--- src/design/tcc_consts.svh ---
// Register map, field positions, reset values and decode codes of the capture/compare channels.
`ifndef TCC_CONSTS_SVH
`define TCC_CONSTS_SVH
`define TCC_OFS_CTRL0 8'h00
`define TCC_OFS_CTRL1 8'h04
`define TCC_OFS_VALH0 8'h08
`define TCC_OFS_VALL0 8'h0c
`define TCC_OFS_VALH1 8'h10
`define TCC_OFS_VALL1 8'h14
`define TCC_IDX_CTRL0 3'h0
`define TCC_IDX_CTRL1 3'h1
`define TCC_IDX_VALH0 3'h2
`define TCC_IDX_VALL0 3'h3
`define TCC_IDX_VALH1 3'h4
`define TCC_IDX_VALL1 3'h5
`define TCC_IDX_NONE 3'h7
`define TCC_BIT_FLAG 7
`define TCC_BIT_IRQ_EN 6
`define TCC_BIT_BUF_SEL 5
`define TCC_BIT_UNBUF_SEL 4
`define TCC_BIT_ELS_HI 3
`define TCC_BIT_ELS_LO 2
`define TCC_BIT_TOV 1
`define TCC_BIT_MAX 0
`define TCC_CTRL_RESET 8'h00
`define TCC_ELS_TOGGLE 2'h1
`define TCC_ELS_CLEAR 2'h2
`define TCC_ELS_SET 2'h3
`define TCC_UNMAPPED_DATA 8'h00
`endif

--- src/design/tcc_pkg.sv ---
// Types shared by the capture/compare channel design.
package tcc_pkg;
  typedef enum logic [2:0] {
    TCC_MODE_PRESET = 3'b000,
    TCC_MODE_CAPTURE = 3'b001,
    TCC_MODE_CMP = 3'b010,
    TCC_MODE_BUFCMP = 3'b011,
    TCC_MODE_OFF = 3'b100
  } tcc_mode_t;

  typedef enum logic {
    TCC_APB_IDLE = 1'b0,
    TCC_APB_DONE = 1'b1
  } tcc_apb_state_t;

  typedef struct packed {
    logic flag;
    logic irq_en;
    logic buf_sel;
    logic unbuf_sel;
    logic [1:0] els;
    logic tov;
    logic max;
  } tcc_ctrl_t;

  typedef struct packed {
    logic rise;
    logic fall;
  } tcc_edges_t;
endpackage

--- src/design/tcc_channels.sv ---
// Two capture/compare channels of a 16-bit timer with an APB register slave.
`timescale 1ns/10ps
`include "tcc_consts.svh"
module tcc_channels
  import tcc_pkg::*;
(
  input wire logic core_clk_in,
  input wire logic rst_n_in,
  input wire logic psel_in,
  input wire logic penable_in,
  input wire logic pwrite_in,
  input wire logic [7:0] paddr_in,
  input wire logic [31:0] pwdata_in,
  output logic [31:0] prdata_out,
  output logic pready_out,
  output logic pslverr_out,
  input wire logic [15:0] counter_value_in,
  input wire logic counter_overflow_in,
  input wire logic counter_halt_in,
  input wire logic [1:0] channel_pin_in,
  output logic [1:0] channel_pin_out,
  output logic [1:0] channel_pin_oe_out,
  output logic [1:0] channel_pin_owned_out,
  output logic [1:0] channel_irq_out
);
  localparam logic [2:0] IDX_CTRL [2] = '{`TCC_IDX_CTRL0, `TCC_IDX_CTRL1};
  localparam logic [2:0] IDX_VALH [2] = '{`TCC_IDX_VALH0, `TCC_IDX_VALH1};
  localparam logic [2:0] IDX_VALL [2] = '{`TCC_IDX_VALL0, `TCC_IDX_VALL1};

  function automatic logic [2:0] reg_index(input logic [7:0] addr);
    case (addr)
      `TCC_OFS_CTRL0: reg_index = `TCC_IDX_CTRL0;
      `TCC_OFS_CTRL1: reg_index = `TCC_IDX_CTRL1;
      `TCC_OFS_VALH0: reg_index = `TCC_IDX_VALH0;
      `TCC_OFS_VALL0: reg_index = `TCC_IDX_VALL0;
      `TCC_OFS_VALH1: reg_index = `TCC_IDX_VALH1;
      `TCC_OFS_VALL1: reg_index = `TCC_IDX_VALL1;
      default: reg_index = `TCC_IDX_NONE;
    endcase
  endfunction

  // Channel 1 passes buf_ok low, so only channel 0 can enter buffered mode.
  function automatic tcc_mode_t mode_of(input tcc_ctrl_t c, input logic buf_ok);
    if (c.els == 2'b00) begin
      mode_of = TCC_MODE_PRESET;
    end else if (buf_ok && c.buf_sel) begin
      mode_of = TCC_MODE_BUFCMP;
    end else if (c.unbuf_sel) begin
      mode_of = TCC_MODE_CMP;
    end else begin
      mode_of = TCC_MODE_CAPTURE;
    end
  endfunction

  logic [1:0] rst_pipe;
  logic rst_n;
  logic [1:0] pin_sync;
  tcc_edges_t pin_edges [2];
  tcc_edges_t match_edges [2];
  tcc_apb_state_t apb_state;
  logic apb_take;
  logic rd_stb;
  logic wr_stb;
  logic [2:0] idx;
  logic [7:0] wbyte;
  logic [7:0] rdata;
  tcc_ctrl_t ctrl [2];
  logic [15:0] val [2];
  logic [1:0] clr_armed;
  logic [1:0] rd_lock;
  logic [1:0] wr_lock;
  logic [1:0] max_eff;
  logic [1:0] max_now;
  logic buf_active;
  logic buf_pending;
  tcc_mode_t mode [2];
  logic [15:0] cmp_val [2];
  logic [1:0] match_now;
  logic [1:0] cmp_blocked;
  logic [1:0] is_compare;
  logic [1:0] sw_compare;
  logic [1:0] cap_evt;
  logic [1:0] cmp_evt;

  // Reset is applied at once and released through two flops.
  always_ff @(posedge core_clk_in or negedge rst_n_in) begin
    if (!rst_n_in) begin
      rst_pipe <= 2'b00;
    end else begin
      rst_pipe <= {rst_pipe[0], 1'b1};
    end
  end
  assign rst_n = rst_pipe[1];

  tcc_sync #(
    .W(2)
  ) u_pin_sync (
    .core_clk_in(core_clk_in),
    .rst_n_in(rst_n),
    .async_in(channel_pin_in),
    .sync_out(pin_sync)
  );

  for (genvar g = 0; g < 2; g++) begin : g_edges
    tcc_edge u_pin_edge (
      .core_clk_in(core_clk_in),
      .rst_n_in(rst_n),
      .level_in(pin_sync[g]),
      .edges_out(pin_edges[g])
    );
    // A match lasts for a whole prescaled count; only its start is an event.
    tcc_edge u_match_edge (
      .core_clk_in(core_clk_in),
      .rst_n_in(rst_n),
      .level_in(match_now[g]),
      .edges_out(match_edges[g])
    );
  end

  // APB slave: the access is taken once, pready follows one cycle later.
  assign apb_take = psel_in && penable_in && (apb_state == TCC_APB_IDLE);
  assign rd_stb = apb_take && !pwrite_in;
  assign wr_stb = apb_take && pwrite_in;
  assign idx = reg_index(paddr_in);
  assign wbyte = pwdata_in[7:0];

  always_ff @(posedge core_clk_in or negedge rst_n) begin
    if (!rst_n) begin
      apb_state <= TCC_APB_IDLE;
      pready_out <= 1'b0;
      pslverr_out <= 1'b0;
      prdata_out <= 32'h0000_0000;
    end else begin
      case (apb_state)
        TCC_APB_IDLE: begin
          if (apb_take) begin
            apb_state <= TCC_APB_DONE;
            pready_out <= 1'b1;
            pslverr_out <= (idx == `TCC_IDX_NONE);
            prdata_out <= {24'h00_0000, pwrite_in ? 8'h00 : rdata};
          end
        end
        TCC_APB_DONE: begin
          apb_state <= TCC_APB_IDLE;
          pready_out <= 1'b0;
          pslverr_out <= 1'b0;
        end
        default: begin
          apb_state <= TCC_APB_IDLE;
          pready_out <= 1'b0;
          pslverr_out <= 1'b0;
        end
      endcase
    end
  end

  always_comb begin
    case (idx)
      `TCC_IDX_CTRL0: rdata = ctrl[0];
      `TCC_IDX_CTRL1: rdata = ctrl[1];
      `TCC_IDX_VALH0: rdata = val[0][15:8];
      `TCC_IDX_VALL0: rdata = val[0][7:0];
      `TCC_IDX_VALH1: rdata = val[1][15:8];
      `TCC_IDX_VALL1: rdata = val[1][7:0];
      default: rdata = `TCC_UNMAPPED_DATA;
    endcase
  end

  // Channel decode and event detection.
  always_comb begin
    mode[0] = mode_of(ctrl[0], 1'b1);
    // While channel 0 is buffered, channel 1 settings are not looked at.
    mode[1] = ctrl[0].buf_sel ? TCC_MODE_OFF : mode_of(ctrl[1], 1'b0);
    cmp_val[0] = (mode[0] == TCC_MODE_BUFCMP) ? val[buf_active] : val[0];
    cmp_val[1] = val[1];
    cmp_blocked[0] = (mode[0] == TCC_MODE_BUFCMP) ? wr_lock[buf_active] : wr_lock[0];
    cmp_blocked[1] = wr_lock[1];
    for (int i = 0; i < 2; i++) begin
      match_now[i] = (counter_value_in == cmp_val[i]);
      is_compare[i] = (mode[i] == TCC_MODE_CMP) || (mode[i] == TCC_MODE_BUFCMP);
      // Unbuffered bit with buf_sel clear and a zero edge field still flags matches in software.
      sw_compare[i] = (mode[i] == TCC_MODE_PRESET) && ctrl[i].unbuf_sel && !ctrl[i].buf_sel;
      cap_evt[i] = (mode[i] == TCC_MODE_CAPTURE) && !counter_halt_in && !rd_lock[i] &&
                   ((ctrl[i].els[0] && pin_edges[i].rise) || (ctrl[i].els[1] && pin_edges[i].fall));
      cmp_evt[i] = match_edges[i].rise && !cmp_blocked[i] && (is_compare[i] || sw_compare[i]);
      // At an overflow the period that starts already follows the new full-duty bit.
      max_now[i] = counter_overflow_in ? ctrl[i].max : max_eff[i];
    end
  end

  // Control registers and the event flag.
  always_ff @(posedge core_clk_in or negedge rst_n) begin
    if (!rst_n) begin
      ctrl[0] <= `TCC_CTRL_RESET;
      ctrl[1] <= `TCC_CTRL_RESET;
      clr_armed <= 2'b00;
    end else begin
      for (int i = 0; i < 2; i++) begin
        if (rd_stb && idx == IDX_CTRL[i] && ctrl[i].flag) begin
          clr_armed[i] <= 1'b1;
        end
        if (wr_stb && idx == IDX_CTRL[i]) begin
          ctrl[i].irq_en <= wbyte[`TCC_BIT_IRQ_EN];
          ctrl[i].buf_sel <= (i == 0) ? wbyte[`TCC_BIT_BUF_SEL] : 1'b0;
          ctrl[i].unbuf_sel <= wbyte[`TCC_BIT_UNBUF_SEL];
          ctrl[i].els <= {wbyte[`TCC_BIT_ELS_HI], wbyte[`TCC_BIT_ELS_LO]};
          ctrl[i].tov <= wbyte[`TCC_BIT_TOV];
          ctrl[i].max <= wbyte[`TCC_BIT_MAX];
          clr_armed[i] <= 1'b0;
          if (!wbyte[`TCC_BIT_FLAG] && clr_armed[i]) begin
            ctrl[i].flag <= 1'b0;
          end
        end
        // A new event cancels a half-done clear sequence and wins over the clear.
        if (cap_evt[i] || cmp_evt[i]) begin
          ctrl[i].flag <= 1'b1;
          clr_armed[i] <= 1'b0;
        end
      end
    end
  end

  // Value registers keep no reset value.
  always_ff @(posedge core_clk_in) begin
    for (int i = 0; i < 2; i++) begin
      if (wr_stb && idx == IDX_VALH[i]) begin
        val[i][15:8] <= wbyte;
      end
      if (wr_stb && idx == IDX_VALL[i]) begin
        val[i][7:0] <= wbyte;
      end
      if (cap_evt[i]) begin
        val[i] <= counter_value_in;
      end
    end
  end

  // Byte interlocks on the value registers.
  always_ff @(posedge core_clk_in or negedge rst_n) begin
    if (!rst_n) begin
      rd_lock <= 2'b00;
      wr_lock <= 2'b00;
    end else begin
      for (int i = 0; i < 2; i++) begin
        if (rd_stb && idx == IDX_VALH[i] && mode[i] == TCC_MODE_CAPTURE) begin
          rd_lock[i] <= 1'b1;
        end
        if (rd_stb && idx == IDX_VALL[i]) begin
          rd_lock[i] <= 1'b0;
        end
        if (wr_stb && idx == IDX_VALH[i] && mode[i] != TCC_MODE_CAPTURE) begin
          wr_lock[i] <= 1'b1;
        end
        if (wr_stb && idx == IDX_VALL[i]) begin
          wr_lock[i] <= 1'b0;
        end
      end
    end
  end

  // Period-boundary state: buffer swap and the full-duty latch.
  always_ff @(posedge core_clk_in or negedge rst_n) begin
    if (!rst_n) begin
      buf_active <= 1'b0;
      buf_pending <= 1'b0;
      max_eff <= 2'b00;
    end else begin
      if (mode[0] == TCC_MODE_BUFCMP && wr_stb && idx == `TCC_IDX_VALL0) begin
        buf_pending <= 1'b0;
      end
      if (mode[0] == TCC_MODE_BUFCMP && wr_stb && idx == `TCC_IDX_VALL1) begin
        buf_pending <= 1'b1;
      end
      if (counter_overflow_in) begin
        buf_active <= buf_pending;
        max_eff <= {ctrl[1].max, ctrl[0].max};
      end
    end
  end

  // Pin level, ownership and drive.
  always_ff @(posedge core_clk_in or negedge rst_n) begin
    if (!rst_n) begin
      channel_pin_out <= 2'b00;
      channel_pin_oe_out <= 2'b00;
      channel_pin_owned_out <= 2'b00;
    end else begin
      for (int i = 0; i < 2; i++) begin
        channel_pin_owned_out[i] <= is_compare[i] || (mode[i] == TCC_MODE_CAPTURE);
        channel_pin_oe_out[i] <= is_compare[i];
        case (mode[i])
          TCC_MODE_PRESET: begin
            channel_pin_out[i] <= !ctrl[i].unbuf_sel;
          end
          TCC_MODE_CMP, TCC_MODE_BUFCMP: begin
            if (ctrl[i].tov && max_now[i]) begin
              channel_pin_out[i] <= 1'b1;
            end else if (counter_overflow_in && ctrl[i].tov) begin
              channel_pin_out[i] <= !channel_pin_out[i];
            end else if (cmp_evt[i]) begin
              case (ctrl[i].els)
                `TCC_ELS_TOGGLE: channel_pin_out[i] <= !channel_pin_out[i];
                `TCC_ELS_CLEAR: channel_pin_out[i] <= 1'b0;
                `TCC_ELS_SET: channel_pin_out[i] <= 1'b1;
                default: channel_pin_out[i] <= channel_pin_out[i];
              endcase
            end
          end
          default: begin
            channel_pin_out[i] <= channel_pin_out[i];
          end
        endcase
      end
    end
  end

  // Interrupt requests follow flag and enable one cycle later.
  always_ff @(posedge core_clk_in or negedge rst_n) begin
    if (!rst_n) begin
      channel_irq_out <= 2'b00;
    end else begin
      channel_irq_out[0] <= ctrl[0].flag && ctrl[0].irq_en;
      channel_irq_out[1] <= ctrl[1].flag && ctrl[1].irq_en;
    end
  end
endmodule // tcc_channels

--- src/design/tcc_edge.sv ---
// Rising and falling edge pulses of a synchronous level, one cycle each.
`timescale 1ns/10ps
module tcc_edge
  import tcc_pkg::*;
(
  input wire logic core_clk_in,
  input wire logic rst_n_in,
  input wire logic level_in,
  output tcc_edges_t edges_out
);
  logic level_prev;

  always_ff @(posedge core_clk_in or negedge rst_n_in) begin
    if (!rst_n_in) begin
      level_prev <= 1'b0;
    end else begin
      level_prev <= level_in;
    end
  end

  assign edges_out.rise = level_in && !level_prev;
  assign edges_out.fall = !level_in && level_prev;
endmodule // tcc_edge

--- src/design/tcc_sync.sv ---
// Two-flop synchroniser for levels arriving from outside the clock domain.
`timescale 1ns/10ps
module tcc_sync #(
  parameter int W = 2
) (
  input wire logic core_clk_in,
  input wire logic rst_n_in,
  input wire logic [W-1:0] async_in,
  output logic [W-1:0] sync_out
);
  logic [W-1:0] stage1;

  always_ff @(posedge core_clk_in or negedge rst_n_in) begin
    if (!rst_n_in) begin
      stage1 <= '0;
      sync_out <= '0;
    end else begin
      stage1 <= async_in;
      sync_out <= stage1;
    end
  end
endmodule // tcc_sync

--- config.mk ---
export PLATFORM = sky130hd
export DESIGN_NAME = tcc_channels
export DESIGN_NICKNAME = d
export VERILOG_FILES = /design/src/design/tcc_pkg.sv /design/src/design/tcc_channels.sv /design/src/design/tcc_edge.sv /design/src/design/tcc_sync.sv
export VERILOG_INCLUDE_DIRS = /design/src /design/src/design
export SDC_FILE = /design/constraint.sdc
export NUM_CORES = 1
export LEC_CHECK = 0
export BUFFER_PORTS_ARGS = -buffer_cell sky130_fd_sc_hd__buf_2
export CAP_MARGIN = 20
export CORE_MARGIN = 4
export CORE_UTILIZATION = 35
export DETAILED_ROUTE_END_ITERATION = 8
export PLACE_DENSITY = 0.65
export RECOVER_POWER = 100
export SLEW_MARGIN = 20
export SYNTH_ARGS = -nofsm -noshare
export SYNTH_HDL_FRONTEND = slang
export SYNTH_SLANG_ARGS = --single-unit
--- constraint.sdc ---
create_clock -name core_clk_in -period 2.1 [get_ports core_clk_in]
set_clock_uncertainty 0.15 [all_clocks]
set_input_delay 0.21 -clock core_clk_in [delete_from_list [all_inputs] [get_ports core_clk_in]]
set_output_delay 0.21 -clock core_clk_in [all_outputs]
set_load 0.1 [all_outputs]
---- Word-level counts from Yosys, hierarchy flattened ----
Memory sizes are Yosys's and may differ from the RTL's.
Index checks and enable logic that the tools add are counted.
operators by class
  magnitude comparators ................... 1
  equality and inequality tests ........... 32
  mux-type cells .......................... 69
  bitwise gates (word level) .............. 5
  reduce and logical (&&, ||, !) cells .... 110
operators with widths
  kind                count
  $logic_and 1x1->1   56
  $mux 8              7
  $pmux 8 s6          1
  $mux 1              46
  $eq 16x16->1        2
  $reduce_bool 2->1   11
  $logic_not 1->1     18
  $pmux 3 s6          1
  $eq 8x4->1 const B  2
  $eq 8x5->1 const B  2
  $mux 16             1
  $eq 2x2->1 const B  6
  $eq 3x2->1 const B  4
  $ne 6x6->1 const B  2
  $logic_or 1x1->1    10
  $mux 2              5
  $pmux 1 s2          5
  $eq 3x1->1 const B  3
  $eq 3x3->1 const B  3
  $logic_not 3->1     3
  $eq 8x3->1 const B  1
  $logic_not 8->1     1
  $ne 4x4->1 const B  2
  $ne 3x1->1 const B  2
  12 further kinds    23
word-level totals
  flip-flop bits (word level) ............. 54
  RAM bits ................................ 32
  input bits .............................. 65
  output and inout bits ................... 42
  word-level logic and storage cells ...... 256
  memories ................................ 1
memories
  name  words  width  rd ports  clocked after memory_dff  wr ports  RTL line            RTL
  val   2      16     3         0                         2         tcc_channels.sv:68  logic [15:0] val [2];

---- Logic depth before layout (Yosys ltp) ----
  word-level depth ........................ 13
  depth in mapped cells ................... 12
  mapped depth without buffers ............ 11

---- Hierarchy ----
From an unflattened synthesis, not the netlist that was laid out.
second synthesis, totals
  cell total of the unflattened synthesis .. 440
  area, all modules ....................... 4,727.0 um2
by module, submodules not included
  module        times used  cells an instance  area each (um2)  seq. area each (um2)
  tcc_channels  1           424                4,466.8          2,112.0
  tcc_edge      4           3                  40.0             25.0
  tcc_sync      1           4                  100.1            100.1

---- Least setup slack after synthesis ----
OpenSTA, ideal clock, no wires.
  kind .................................... in2reg
  start point ............................. input paddr_in[7]
  end point ............................... memory val[0][10] (enable)
  setup time .............................. 0.384 ns
  arrival ................................. 2.773 ns
  required time ........................... 1.566 ns
  slack ................................... -1.207 ns
  stages on the path ...................... 10
  path buffers ............................ 2
  cells stage by stage .................... or4_4 -> nor3_2 -> clkbuf_8 -> nand2_1 -> ha_1 -> nor2b_1 -> clkbuf_1 -> and2_1 -> nand2_1 -> o21ai_0
RTL lines
  what                RTL line            RTL
  start: declaration  tcc_channels.sv:12  input wire logic [7:0] paddr_in,
  end: declaration    tcc_channels.sv:68

==> results.toml <==
[run_status]
status = "complete, but fails checks"
violations = "negative setup slack"

[grt]
grt_pass1_vias = 3699
antenna_found_initial = 0
grt_usage_pct = 17.0
grt_max_degree = 53
grt_pass1_wl_um = 19600
grt_overflow = 0

[power]
power_w = 0.00398
clkPwrFrac_pct = 39.8
p_switching_w = 0.00112
power_frac_seq_pct = 45.1
powerDensity_nw_per_um2 = 660
cellLeakagePower_nw = 2.69
p_sw_share_pct = 28.0
power_frac_comb_pct = 15.1
p_int_w = 0.00287
ir_drop_mv = 0.341

[yosys]
ys_types = 58
synth_xor_area_share_pct = 6.01
netlist_top_cells_area = "dfrtp_1 29%, edfxtp_1 21%, mux2_2 9.4%"
muxShareOfSynthArea_pct = 9.85
netlist_instances = 430
yosysTopAreaCellShare_pct = 29.0
synth_compound_area_share_pct = 11.6
synth_warnings = 0
synthArstFlopShare_pct = 62.8
synth-simple-area-share_pct = 14.9
synth_fa_ha_area_share_pct = 0.805
synth.largest_area_cell = "dfrtp_1"
synth_top_family_by_area = "simple AND/OR/NAND/NOR gates"
synth_edf_count = 32
ys.flop_type = "dfrtp_1"
syn-mean-instance-area_um2 = 10.8
synth-seq-area-share_pct = 49.6
ys_ff_latch = 86
synth_area_um2 = 4660

[clock_network]
cts_buffers = 9
clock-sinks = 86
clockRootBuffer = "clkbuf_16"
cts_tree = "built"
cts_max_level = 3
clkSlewWorstSetupHoldPaths_ps = 60
clockBufferDepth = 2
clk_latency_ps = 340

[route]
vias = 3673
via_per_inst = 5.08
ant_nets = 0
drtIter0Drc = 234
drc = 0
drt_first_pass_iters = 5
wl_per_cell_um = 17.4
routed_wl_um = 12600

[timing]
finalWorstSetupSlack_ps = -156
setup_viol = 52
rsz0062_at_grt = "yes"
timing.hold.ws_ps = 6.59
slew_headroom_pct = 14.5
min_period_over_period_pct = 107
fmax_mhz = 443
hold_violations = 0
tightest_slew_ps = 1280
maxSlewViolCount = 0
fin_crit_ps = 2260

[worst_setup_path]
cp-start-kind = "input port"
required_ps = 1960
rrSetupSlack_ps = -20
worstRegToRegCells = 4
crit_start = "paddr_in[7]"
path_max_fanout = 8
rr_endpoint = "val[0][14]"
r2r_start = "ctrl[13]"
cp-end-kind = "flop"
crit_arrival_ps = 2120
endpoint = "val[0][14]"
critPathKind = "in -> reg"

[final_layout]
final_common_cell = "nand2_1"
top_register = "val"
nNetsFinal = 614
top_regs = "val (32), ctrl (15), prdata_out (8)"
area_growth_syn_to_layout_pct = 29.4
diodes = 0
largest_reg_flops = 32
fillers = 1195
fin_cells = 723
mostFrequentLayoutCells = "70 x nand2_1, 53 x dfrtp_1, 39 x buf_4"
drive_above_1_share_pct = 37.2

[placement]
hpwl_um = 9550
io_buffers = 58
place_inst = 696
place_congestion = 0.856
dp_slack_ps = -627

[floorplanning]
dieArea_um2 = 15200
io_pins = 107
start_util_pct = 36.4
fp.coreArea_um2 = 12800
die_x_um = 123
rows = 41
die_h_um = 123

[flow_run]
drv_cap = 0

[min_path]
hold_class = "in -> reg"
worst min path at each step:
stage / startpoint / endpoint / depth (start not counted)
global placement: rst_n_in / rst_pipe[0] / 1
global route: penable_in / pslverr_out / 3
detailed placement: rst_n_in / rst_pipe[0] / 1
finish: penable_in / pslverr_out / 3
CTS: penable_in / pslverr_out / 3
floorplan: rst_n_in / rst_pipe[0] / 0
power groups by stage:
stage	sequential (W)	clock, W	combinational (W)
6_report	0.00180	0.00158	0.000602
2_1_floorplan	0.00191	0	0.000360
4_1_cts	0.00180	0.00161	0.000603
3_3_place_gp	0.00183	0	0.000578
3_5_place_dp	0.00183	0	0.000584
5_1_grt	0.00180	0.00169	0.000641
per-stage QoR:
stage | cell area [um2] | util (%) | TNS [ps]
after global routing | 6030 | 47.0 | -7880
after floorplan | 4840 | - | -19780
final | 6030 | 47.0 | -5050
after detailed placement | 5460 | 42.6 | -30520
after CTS | 5950 | 46.4 | -3310
after global placement | 5460 | 42.6 | -27850
critical path, stage by stage:
cell and delay [ps]:
buf_6 90, or4_4 530, or2_4 260, nor2_4 90, nand2_2 70, ha_4 180
nor2b_4 170, and2_4 180, nand2_4 50, o21ai_4 280
synthesized netlist by cell type (all sizes together), types with 2 or more instances:
library cell	count
a31oi	7
mux2i	2
xor2	32
ha	3
nand2b	3
nor3	2
mux2	39
a211oi	2
and2	5
inv	7
nand2	79
nand3	4
a21o	9
nor2	16
a22oi	12
nand4b	2
nor3b	3
nand4	3
clkbuf	11
buf	29
o211ai	2
o21a	2
o22ai	2
dfrtp	54
or3	2
o21ai	18
a21oi	13
nor4	8
nand3b	5
nor2b	5
edfxtp	32
or2	2
conb	2
kinds of logic (layout without fill, tap and decap cells):
logic type,Yosys count,in the layout
multiplexers,41,41
flip-flops,86,86
adder cells (fa/ha/maj),3,3
AND/OR/NAND/NOR,142,142
AO/OA/AOI/OAI,77,77
XOR/XNOR,32,32
other,2,25
buffers and inverters,47,145
cell type report:
cell class                 count  area [um2]  share of cell area (%)
clock buffer                  13         244                    4.04
clock inverter                 3        42.5                   0.705
inverter                       7        26.3                   0.436
multi-input combinational    320        2340                    38.8
sequential                    86        2310                    38.4
tap                          172         215                    3.57
timing repair buffer         122         852                    14.1
layer usage:
layer	vias to the layer above	GRT usage [%]	routed length, um
met5	-	0	0
met4	0	5.33	197
met3	16	3.57	838
met2	143	28.0	6250
met1	1795	22.3	5320
li1	1719	-	-
what timing repair did:
| action | CTS | global route |
|---|---|---|
| pin swaps | 15 | 13 |
| buffers inserted | 8 | 0 |
| hold endpoints to repair | 5 | 0 |
| gates cloned | 0 | 0 |
| resized for setup | 24 | 29 |
| hold buffers | 5 | 0 |
| endpoints found under the setup margin | 54 | 66 |
(Power assumes the default switching activity.)
